==> config.mk <==
export PLATFORM = sky130hd
export DESIGN_NAME = bst_tap
export DESIGN_NICKNAME = d
export VERILOG_FILES = /design/src/hw/bst_sync.v /design/src/hw/bst_tap.v
export VERILOG_INCLUDE_DIRS = /design/src /design/src/hw
export SDC_FILE = /design/constraint.sdc
export NUM_CORES = 1
export LEC_CHECK = 0
export CORE_ASPECT_RATIO = 0.5
export CORE_UTILIZATION = 58
export CTS_CLUSTER_DIAMETER = 30
export DETAILED_ROUTE_END_ITERATION = 7
export DONT_BUFFER_PORTS = 1
export GPL_TIMING_DRIVEN = 0
export PLACE_DENSITY_LB_ADDON = 0.1
export SLEW_MARGIN = 0
export SYNTH_ARGS = -nofsm -noshare
export SYNTH_HDL_FRONTEND = slang
export SYNTH_HIERARCHICAL = 1
export SYNTH_SLANG_ARGS = --single-unit
==> constraint.sdc <==
create_clock -name mclk_i -period 2 [get_ports mclk_i]
set_input_delay 0.1 -clock mclk_i [delete_from_list [all_inputs] [get_ports mclk_i]]
set_output_delay 0.1 -clock mclk_i [all_outputs]
set_load 0.01 [all_outputs]
==> src/hw/bst_map.vh <==
// Constants for the boundary-scan test access port
`ifndef BST_MAP_VH
`define BST_MAP_VH
// Controller states
`define BST_ST_RESET   4'h0
`define BST_ST_IDLE    4'h1
`define BST_ST_SEL_DR  4'h2
`define BST_ST_CAP_DR  4'h3
`define BST_ST_SH_DR   4'h4
`define BST_ST_EX1_DR  4'h5
`define BST_ST_PAU_DR  4'h6
`define BST_ST_EX2_DR  4'h7
`define BST_ST_UPD_DR  4'h8
`define BST_ST_SEL_IR  4'h9
`define BST_ST_CAP_IR  4'ha
`define BST_ST_SH_IR   4'hb
`define BST_ST_EX1_IR  4'hc
`define BST_ST_PAU_IR  4'hd
`define BST_ST_EX2_IR  4'he
`define BST_ST_UPD_IR  4'hf
// Instruction width and capture pattern of the low two bits
`define BST_IR_W       3
`define BST_IR_CAP     2'h1
// Default opcode table
`define BST_OP_EXTEST  3'h0
`define BST_OP_IDCODE  3'h1
`define BST_OP_SAMPZ   3'h2
`define BST_OP_SAMPLE  3'h4
`define BST_OP_BYPASS  3'h7
// Identification register width
`define BST_ID_W       32
// Mode-select high edges that reach reset from any state
`define BST_RST_EDGES  5
`endif

==> src/hw/bst_sync.v <==
// Two-flop synchroniser for test-port pins
`timescale 1ns/1ps
module bst_sync #(
   parameter W   = 1,
   parameter INI = 1'b0
) (
   input  wire         mclk_i,
   input  wire         rst_i,
   input  wire [W-1:0] d_i,
   output wire [W-1:0] q_o
);
   reg [W-1:0] meta_reg;
   reg [W-1:0] sync_reg;

   // First stage is read only by the second stage
   always @(posedge mclk_i) begin
      if (rst_i) begin
         meta_reg <= {W{INI}};
         sync_reg <= {W{INI}};
      end else begin
         meta_reg <= d_i;
         sync_reg <= meta_reg;
      end
   end

   assign q_o = sync_reg;
endmodule // bst_sync

==> src/hw/bst_tap.v <==
// Boundary-scan test access port: controller, instruction, bypass, ID and boundary registers
`timescale 1ns/1ps
`include "bst_map.vh"

// Functional notes
// - Inputs taken on rising test clock; serial output and its enable change on falling test clock.
// - Mode-select and serial input read as one when left unconnected.
// - Serial input enters register MSB; register LSB drives serial output.
// - Current instruction picks exactly one register between serial in and out.
// - Serial output driver enabled only in shift states, else high impedance.
// - Five rising edges with mode-select high reset controller; memory unaffected.
// - Power-up resets controller internally; serial output starts high impedance.
// - Three-bit instruction register loaded serially in instruction shift state.
// - Instruction becomes identification read at power-up and on controller reset.
// - Instruction capture loads low two bits with pattern 01.
// - One-bit bypass register can sit between serial in and out.
// - Bypass instruction clears the bypass register to zero.
// - Boundary register holds one cell per input and bidirectional ball.
// - Data capture loads boundary register from ring; data shift shifts it.
// - Extest, sample/preload and sample-Z capture the ring contents.
// - Identification instruction captures fixed 32-bit code and shifts it out.
// - Sample-Z connects boundary register and holds output bus high impedance.
module bst_tap #(
   parameter BSR_W     = 8,
   parameter [31:0] ID_CODE = 32'h0000_0001,   // Arbitrary value
   parameter [2:0] OP_EXTEST = `BST_OP_EXTEST,
   parameter [2:0] OP_IDCODE = `BST_OP_IDCODE,
   parameter [2:0] OP_SAMPZ  = `BST_OP_SAMPZ,
   parameter [2:0] OP_SAMPLE = `BST_OP_SAMPLE,
   parameter [2:0] OP_BYPASS = `BST_OP_BYPASS,
   parameter OZ_BIT    = BSR_W-1
) (
   input  wire             mclk_i,
   input  wire             rst_i,
   input  wire             tck_i,
   input  wire             tms_i,
   input  wire             tms_pull_i,
   input  wire             tdi_i,
   input  wire             tdi_pull_i,
   output wire             tdo_o,
   output wire             tdo_oe_n_o,
   input  wire [BSR_W-1:0] ring_i,
   output wire [BSR_W-1:0] preload_o,
   output wire             extest_o,
   output wire             out_bus_hiz_o,
   output wire [3:0]       tap_state_o
);
   wire [2:0]       pin_s;
   wire             tck_s;
   wire             tms_s;
   wire             tdi_s;
   reg              tck_d_reg;
   reg  [3:0]       st_reg;
   reg  [3:0]       st_next;
   reg  [2:0]       ir_sh_reg;
   reg  [2:0]       ir_reg;
   reg              byp_reg;
   reg  [31:0]      id_reg;
   reg  [BSR_W-1:0] bsr_reg;   // One cell per input or two-way ball
   reg  [BSR_W-1:0] pre_reg;
   reg  [2:0]       tms_cnt_reg;
   reg              tdo_reg;
   reg              tdo_oe_n_reg;
   reg              sel_bsr;
   reg              sel_id;
   reg              sel_byp;
   reg              ser_out;
   wire             rise;
   wire             fall;
   wire [BSR_W-1:0] ring_s;
   wire             rst_run;
   wire             go_rst;

   // Pins cross into mclk; a floating mode-select or serial input pin reads high through its pull
   bst_sync #(.W(3), .INI(1'b0)) u_sync (
      .mclk_i (mclk_i),
      .rst_i  (rst_i),
      .d_i    ({tck_i, tms_i | tms_pull_i, tdi_i | tdi_pull_i}),
      .q_o    (pin_s)
   );
   assign tck_s = pin_s[2];
   assign tms_s = pin_s[1];
   assign tdi_s = pin_s[0];

   // Ring runs on the memory clock; each cell is its own ball, so skew between
   // bits only matches the snapshot uncertainty a moving ball has anyway
   bst_sync #(.W(BSR_W), .INI(1'b0)) u_ring_sync (
      .mclk_i (mclk_i),
      .rst_i  (rst_i),
      .d_i    (ring_i),
      .q_o    (ring_s)
   );

   // Edge finder on the synchronised test clock
   always @(posedge mclk_i) begin
      if (rst_i)
         tck_d_reg <= 1'b0;
      else
         tck_d_reg <= tck_s;
   end
   assign rise = tck_s & ~tck_d_reg;
   assign fall = ~tck_s & tck_d_reg;

   // Standard next-state table
   always @* begin
      case (st_reg)
         `BST_ST_RESET:  st_next = tms_s ? `BST_ST_RESET  : `BST_ST_IDLE;
         `BST_ST_IDLE:   st_next = tms_s ? `BST_ST_SEL_DR : `BST_ST_IDLE;
         `BST_ST_SEL_DR: st_next = tms_s ? `BST_ST_SEL_IR : `BST_ST_CAP_DR;
         `BST_ST_CAP_DR: st_next = tms_s ? `BST_ST_EX1_DR : `BST_ST_SH_DR;
         `BST_ST_SH_DR:  st_next = tms_s ? `BST_ST_EX1_DR : `BST_ST_SH_DR;
         `BST_ST_EX1_DR: st_next = tms_s ? `BST_ST_UPD_DR : `BST_ST_PAU_DR;
         `BST_ST_PAU_DR: st_next = tms_s ? `BST_ST_EX2_DR : `BST_ST_PAU_DR;
         `BST_ST_EX2_DR: st_next = tms_s ? `BST_ST_UPD_DR : `BST_ST_SH_DR;
         `BST_ST_UPD_DR: st_next = tms_s ? `BST_ST_SEL_DR : `BST_ST_IDLE;
         `BST_ST_SEL_IR: st_next = tms_s ? `BST_ST_RESET  : `BST_ST_CAP_IR;
         `BST_ST_CAP_IR: st_next = tms_s ? `BST_ST_EX1_IR : `BST_ST_SH_IR;
         `BST_ST_SH_IR:  st_next = tms_s ? `BST_ST_EX1_IR : `BST_ST_SH_IR;
         `BST_ST_EX1_IR: st_next = tms_s ? `BST_ST_UPD_IR : `BST_ST_PAU_IR;
         `BST_ST_PAU_IR: st_next = tms_s ? `BST_ST_EX2_IR : `BST_ST_PAU_IR;
         `BST_ST_EX2_IR: st_next = tms_s ? `BST_ST_UPD_IR : `BST_ST_SH_IR;
         `BST_ST_UPD_IR: st_next = tms_s ? `BST_ST_SEL_DR : `BST_ST_IDLE;
         default:        st_next = `BST_ST_RESET;
      endcase
   end

   // Run-of-ones counter; the state table alone reaches reset in five, this
   // forces it anyway so a corrupted state cannot escape
   always @(posedge mclk_i) begin
      if (rst_i)
         tms_cnt_reg <= 3'h0;
      else if (rise)
         tms_cnt_reg <= tms_s ? ((tms_cnt_reg == 3'h7) ? 3'h7 : tms_cnt_reg + 3'h1) : 3'h0;
   end

   // Reset entry is seen on the edge that enters it, so the default
   // instruction is already current while the controller sits in reset
   assign rst_run = tms_s & (tms_cnt_reg >= 3'h4);   // Fifth high edge
   assign go_rst  = rise & (rst_run | (st_next == `BST_ST_RESET));

   // Controller state; system reset stands for power-up
   always @(posedge mclk_i) begin
      if (rst_i)
         st_reg <= `BST_ST_RESET;
      else if (rise) begin
         if (rst_run)
            st_reg <= `BST_ST_RESET;
         else
            st_reg <= st_next;
      end
   end

   // Decode; anything not in the table falls to bypass
   always @* begin
      sel_bsr = (ir_reg == OP_EXTEST) | (ir_reg == OP_SAMPLE) | (ir_reg == OP_SAMPZ);
      sel_id  = (ir_reg == OP_IDCODE);
      sel_byp = ~sel_bsr & ~sel_id;
   end

   // Instruction path: capture 01, shift from MSB, update, reset to ID
   always @(posedge mclk_i) begin
      if (rst_i) begin
         ir_sh_reg <= 3'h0;
         ir_reg    <= OP_IDCODE;
      end else if (rise) begin
         if (st_reg == `BST_ST_RESET || go_rst)
            ir_reg <= OP_IDCODE;
         else if (st_reg == `BST_ST_UPD_IR)
            ir_reg <= ir_sh_reg;
         if (st_reg == `BST_ST_CAP_IR)
            ir_sh_reg <= {1'b0, `BST_IR_CAP};
         else if (st_reg == `BST_ST_SH_IR)
            ir_sh_reg <= {tdi_s, ir_sh_reg[2:1]};
      end
   end

   // Data registers; only the selected one captures or shifts
   always @(posedge mclk_i) begin
      if (rst_i) begin
         byp_reg <= 1'b0;
         id_reg  <= 32'h0;
         bsr_reg <= {BSR_W{1'b0}};
      end else if (rise) begin
         if (st_reg == `BST_ST_CAP_DR) begin
            if (sel_byp)
               byp_reg <= 1'b0;
            if (sel_id)
               id_reg <= ID_CODE;
            if (sel_bsr)
               bsr_reg <= ring_s;
         end else if (st_reg == `BST_ST_SH_DR) begin
            if (sel_byp)
               byp_reg <= tdi_s;
            if (sel_id)
               id_reg <= {tdi_s, id_reg[31:1]};
            if (sel_bsr)
               bsr_reg <= {tdi_s, bsr_reg[BSR_W-1:1]};
         end
      end
   end

   // Preload latches; output-enable cell preset high on reset
   always @(posedge mclk_i) begin
      if (rst_i)
         pre_reg <= {BSR_W{1'b0}} | ({{(BSR_W-1){1'b0}}, 1'b1} << OZ_BIT);
      else if (rise) begin
         if (st_reg == `BST_ST_RESET || go_rst)
            pre_reg[OZ_BIT] <= 1'b1;
         else if (st_reg == `BST_ST_UPD_DR && sel_bsr)
            pre_reg <= bsr_reg;
      end
   end

   // Serial output mux picks the LSB of the one path in use
   always @* begin
      if (st_reg == `BST_ST_SH_IR)
         ser_out = ir_sh_reg[0];
      else if (sel_bsr)
         ser_out = bsr_reg[0];
      else if (sel_id)
         ser_out = id_reg[0];
      else
         ser_out = byp_reg;
   end

   // Output stage moves only on the falling edge
   always @(posedge mclk_i) begin
      if (rst_i) begin
         tdo_reg      <= 1'b0;
         tdo_oe_n_reg <= 1'b1;
      end else if (fall) begin
         tdo_reg      <= ser_out;
         tdo_oe_n_reg <= ~(st_reg == `BST_ST_SH_DR || st_reg == `BST_ST_SH_IR);
      end
   end

   assign tdo_o         = tdo_reg;
   assign tdo_oe_n_o    = tdo_oe_n_reg;
   assign preload_o     = pre_reg;
   assign extest_o      = (ir_reg == OP_EXTEST);
   // Memory bus forced off under sample-Z, or by the extest cell
   assign out_bus_hiz_o = (ir_reg == OP_SAMPZ) | ((ir_reg == OP_EXTEST) & ~pre_reg[OZ_BIT]);
   assign tap_state_o   = st_reg;
endmodule // bst_tap

## Yosys cells after proc, flatten, opt, wreduce, memory -nomap -nowiden

Cells that the tools add are included.

| storage, ports and cells | value |
|---|---|
| bits in registers | 87 |
| output and inout port bits | 16 |
| logic and storage cells | 119 |

| cells by class | value |
|---|---|
| magnitude comparators | 1 |
| add/sub/neg operators | 1 |
| equality and inequality tests | 25 |
| bitwise gates (word level) | 19 |
| reductions and logical operators | 20 |
| muxes and demuxes | 37 |

Operator list:

| operator | count |
|---|---|
| 32-bit 2-to-1 mux | 4 |
| 4-bit one-hot mux with 12 select lines | 1 |
| 8-bit 2-to-1 mux | 5 |
| 4-bit equality test (second input constant) | 8 |
| 3-bit 2-to-1 mux | 8 |
| 4-bit 2-to-1 mux | 5 |
| 4-bit by 3-bit equality test with 1-bit output (second input constant) | 4 |
| 2-bit inequality test (second input constant) | 6 |
| 4-bit AND reduction | 3 |
| 1-bit 2-to-1 mux | 11 |
| 4-bit by 2-bit equality test with 1-bit output (second input constant) | 2 |
| 4-bit zero test | 2 |
| 2-bit nonzero test | 4 |
| 1-bit NOT | 7 |
| 1-bit AND | 6 |
| 3-bit equality test (second input constant) | 2 |
| 2-bit 2-to-1 mux | 3 |
| 1-bit OR | 6 |
| 2-bit AND reduction | 3 |
| 4-bit by 1-bit equality test with 1-bit output (second input constant) | 1 |
| 2-bit OR reduction | 2 |
| 3-bit by 1-bit adder with 3-bit output (second input constant) | 1 |
| 3-bit by 1-bit equality test with 1-bit output (second input constant) | 1 |
| 3-bit by 2-bit equality test with 1-bit output (second input constant) | 1 |
| other kinds (6) | 7 |

## Depth between registers and ports, before layout

| logic depth | value |
|---|---|
| word-level depth | 9 |
| depth in mapped cells | 6 |
| depth with buffers taken out | 5 |

## Modules after synthesis

The synthesis kept the hierarchy.

Modules (own cells, without submodules):

| module | times used | area an instance (µm²) | cells each |
|---|---|---|---|
| bst_tap | 1 | 3016.6 | 373 |
| bst_sync (u_ring_sync) | 1 | 464.2 | 33 |
| bst_sync (u_sync) | 1 | 157.7 | 12 |

## Least setup slack after synthesis

Ideal clock, no wire load.

| timing | value |
|---|---|
| path kind | flip-flop to flip-flop |
| start | register st_reg[2] (netlist: tap_state_o[2]) |
| end | register id_reg[10] |
| path slack | 0.515 ns |
| setup time | 0.132 ns |
| data arrival time | 1.353 ns |
| stages on the path, launching flop included | 7 |
| data required time | 1.868 ns |
| buffers on the path | 2 |
| cells stage by stage | dfxtp_1 -> buf_4 -> and3b_2 -> o2111a_2 -> buf_4 -> nand3_1 -> a21oi_1 |

| between the ends | value |
|---|---|
| word-level cells in the longest chain between the ends | 3 |
| elaborated cells on any way between the ends | 7 |
| those cells by class | 4 x eq/ne; 1 x mux; 2 x reduce/logical |

Ends and longest elaborated chain:

| element | line | source |
|---|---|---|
| from (decl) | bst_tap.v:53 | `reg [3:0] st_reg;` |
| from (signal assigned) | bst_tap.v:144 | `` st_reg <= `BST_ST_RESET; `` |
| from (signal assigned) | bst_tap.v:147 | `` st_reg <= `BST_ST_RESET; `` |
| from (signal assigned) | bst_tap.v:149 | `st_reg <= st_next;` |
| 4-bit by 3-bit equality test with 1-bit output or 4-bit by 2-bit equality test with 1-bit output (tied branches) | n/a |  |
| 2-bit inequality test (no source line) or 2-bit nonzero test (tied branches) | n/a |  |
| 4-bit AND reduction (no source line) | n/a |  |
| to (signal assigned) | bst_tap.v:195 | `id_reg <= {tdi_s, id_reg[31:1]};` |
| to (decl) | bst_tap.v:58 | `reg [31:0] id_reg;` |

Several ways; a longest one is shown, not always the timed one.
A chain may end at the register's enable or synchronous reset.

## Final worst setup path

| timing | value |
|---|---|
| start | register st_reg[1] (netlist: tap_state_o[1]) |
| end | register bsr_reg[7] |

| between the ends | value |
|---|---|
| word-level cells in the longest chain between the ends | 3 |
| elaborated cells on any way between the ends | 7 |
| those cells by class | 4 x eq/ne; 1 x mux; 2 x reduce/logical |

Ends and longest elaborated chain:

| element | line | source |
|---|---|---|
| 4-bit by 3-bit equality test with 1-bit output or 4-bit by 2-bit equality test with 1-bit output (tied branches) | n/a |  |
| 2-bit inequality test (no source line) or 2-bit nonzero test (tied branches) | n/a |  |
| 4-bit AND reduction (no source line) | n/a |  |
| to (signal assigned) | bst_tap.v:182 | `bsr_reg <= {BSR_W{1'b0}};` |
| to (signal assigned) | bst_tap.v:190 | `bsr_reg <= ring_s;` |
| to (signal assigned) | bst_tap.v:197 | `bsr_reg <= {tdi_s, bsr_reg[BSR_W-1:1]};` |
| to (decl) | bst_tap.v:59 | `reg [BSR_W-1:0] bsr_reg;` |

Several ways; a longest one is shown, not always the timed one.

==> results by group <==
Floorplanning
  – DIE AREA: 6610 µm²
  – Core area: 5750 µm²
  – Starting Density: 0.632
  – FP Rows: 19
  – Height of the die: 58.0 µm
  – # IOs: 31
  – Die X: 114 µm

Timing
  – Max Freq: 567 MHz
  – Setup-failing EPs final: 0
  – Unrepaired setup endpoints after global routing: no
  – Worst clock skew: 0.00710 ns
  – Final hold violations: 0
  – Max_slew headroom: 0.551
  – Final Critical Period: 1.76 ns
  – Final setup TNS: 0 ns
  – Worst-Margin Slew: 0.664 ns
  – Number of slew-limit violations in the final report: 0
  – Crit share post-route: 0.882

Critical path
  – Critical path startpoint category: register
  – Worst endpoint required time: 2.23 ns
  – Crit-path max FO: 9
  – Arrival time worst endpoint: 2.00 ns
  – Critical Path Sink Type: register
  – Critical path type: reg -> reg

Hold path
  – HP Class: in -> reg

Route
  – Routed via count: 2925
  – First-pass iteration count of the detailed router: 4
  – Routed wire per std cell: 14.0 µm
  – Drt via density: 5.51
  – # DRC: 0
  – ANT nets after route: 0
  – WL final: 7.45 mm
  – Initial drt markers: 217

Global routing
  – Initial antenna violation count: 0
  – Gr usage total: 0.246
  – GRT busiest layer: met2
  – GR Layer Usage met1: 0.312
  – Global-route wire length before repair: 12.5 mm
  – Number of global-route vias before repair: 2706
  – Largest net degree at the start of global routing: 14
  – Met3 global-route usage: 0.0764
  – M2 GR Usage: 0.412
  – Gr ovfl total: 0

Yosys
  – Avg Inst Size Synth: 8.70 µm²
  – Seq/Total Area, Yosys: 0.479
  – Gate Count Post-Synth: 418
  – FFs w/ async S/R, synth: 0
  – Synthesized area: 3640 µm²
  – Yosys cell types: 54
  – Yosys warnings: 6
  – Post-synth top flop: dfxtp_1
  – Share of the synthesized area in the top cell type: 0.479
  – Synth Register Bits: 87
  – Synth top area cells: dfxtp_1 (48%), nand2_1 (6.9%), a21oi_1 (6.5%), nand3_1 (5.0%), nand2b_1 (3.1%)
  – Number of flops mapped to enable cells by yosys: 0
  – Yosys top cell by area: dfxtp_1
  – Syn_nets: 434

Run status
  – Status: complete, no violations

Place
  – DPL Wire Length: 5.02 mm
  – Placed cells: 502
  – # port buffers: 0
  – Gpl congestion: 0.844

Clock network
  – Post-CTS setup repair buffer count: 0
  – Post-CTS Resized: 0
  – CTS tree: done
  – H-tree depth: 3
  – Worst skew pair latency: 0.33 ns
  – Inserted Clock Buffers: 9
  – Clk slew on worst S/H paths: 0.06 ns
  – Clk root buf: clkbuf_16
  – Sink count of the clock tree: 87
  – Max Buffers Root-to-Sink: 2

Finish
  – Area delta synth->final: 14.5%
  – Non-filler cells, final: 531
  – Largest register FFs: 32
  – Nets: 458
  – Fraction of layout cells with a size suffix above 1: 0.132
  – Diodes inserted: 0
  – Fillers: 450

Power
  – Leak pwr: 1.41 nW
  – PwrDens: 845 nW/µm²
  – Maximum VDD drop: 0.679 mV
  – Overall power: 3.52 mW

Run
  – Max-cap violation count: 0
## power breakdown
group	switching, mW	total, mW	internal, mW
Sequential	0.0127	1.77	1.76
Combinational	0.0697	0.132	0.0619
Clock	0.622	1.62	0.995
Total	0.704	3.52	2.81
## critical path, stage by stage, from the launching register on
cell,delay (ns)
dfxtp_1,0.38
buf_2,0.23
nor2b_1,0.28
and3_1,0.19
clkbuf_2,0.23
nand2_1,0.08
a311oi_1,0.27
## kinds of logic (layout without fill, tap and decap cells)
group | Yosys count | in the layout | synth area share
multiplexers | 9 | 9 | 0.0248
AND/OR/NAND/NOR | 192 | 192 | 0.278
XOR/XNOR | 1 | 1 | 0.00241
flip-flops | 87 | 87 | 0.479
AO/OA/AOI/OAI | 86 | 86 | 0.154
buffers and inverters | 41 | 70 | 0.0564
adder cells (fa/ha/maj) | 2 | 2 | 0.00619
## per-stage QoR
stage / util / worst slack, ns / instance area [µm²] / hold WS [ns]
after floorplan: - / 0.515 / 3640 / 0.172
after global placement: 0.651 / 0.298 / 3740 / 0.175
after detailed placement: 0.651 / 0.242 / 3740 / 0.174
after CTS: 0.724 / 0.235 / 4170 / 0.337
after global routing: 0.724 / 0.0568 / 4170 / 0.377
final: 0.724 / 0.235 / 4170 / 0.342
## placed cells by master, fill, tap and decap left out, drive strengths merged, types with 5 or more instances in the layout
cell	n
dlygate4sd3	13
a211oi	5
clkbuf	26
nand3	36
and2b	6
nor2b	20
nor2	20
a21oi	47
nand2	67
nand2b	18
mux2i	9
buf	19
a311oi	8
inv	8
dfxtp	87
nor3	7
o21ai	7
## cell type report
cell class              instances  area (µm²)  area share
clock buffers                  12         246      0.0592
well taps                      84         105      0.0252
flip-flops and latches         87        1740       0.418
clock inverters                 4        45.0      0.0108
plain buffers                  33         175      0.0421
multi-input cells             290        1690       0.406
repair buffers                 13         130      0.0312
inverters                       8        30.0     0.00721
## synth_stat cells (all sizes together) (2+ instances only)
master / number
dfxtp: 87
nand2: 67
a21oi: 47
nand3: 36
nor2: 20
nor2b: 20
buf: 19
nand2b: 18
clkbuf: 14
mux2i: 9
a311oi: 8
inv: 8
nor3: 7
o21ai: 7
and2b: 6
a211oi: 5
o211ai: 4
and2: 2
and3: 2
nand4: 2
nand4bb: 2
nor3b: 2
or2: 2
or4: 2
## path summary, 6_finish.rpt
kind                                start            endpoint  slack [ns]  cells after the start
hold / removal                      rst_i        preload_o[2]        0.34                      3
setup / recovery           tap_state_o[1]          bsr_reg[7]        0.24                      6
hold reg to reg   u_ring_sync/meta_reg[6]  u_ring_sync/q_o[6]        0.44                      1
setup reg to reg           tap_state_o[1]          bsr_reg[7]        0.24                      6
## what timing repair did
action	4_1_cts	5_1_grt
endpoints found under the hold margin	22	0
hold buffers	13	0
endpoints found under the setup margin	0	0
## routing by layer
metal / up-vias / share of wire
li1: 1482 / -
met1: 1362 / 0.46
met2: 72 / 0.48
met3: 9 / 0.051
met4: 0 / 0.0087
met5: - / 0
Power figures use the tool's default switching activity.
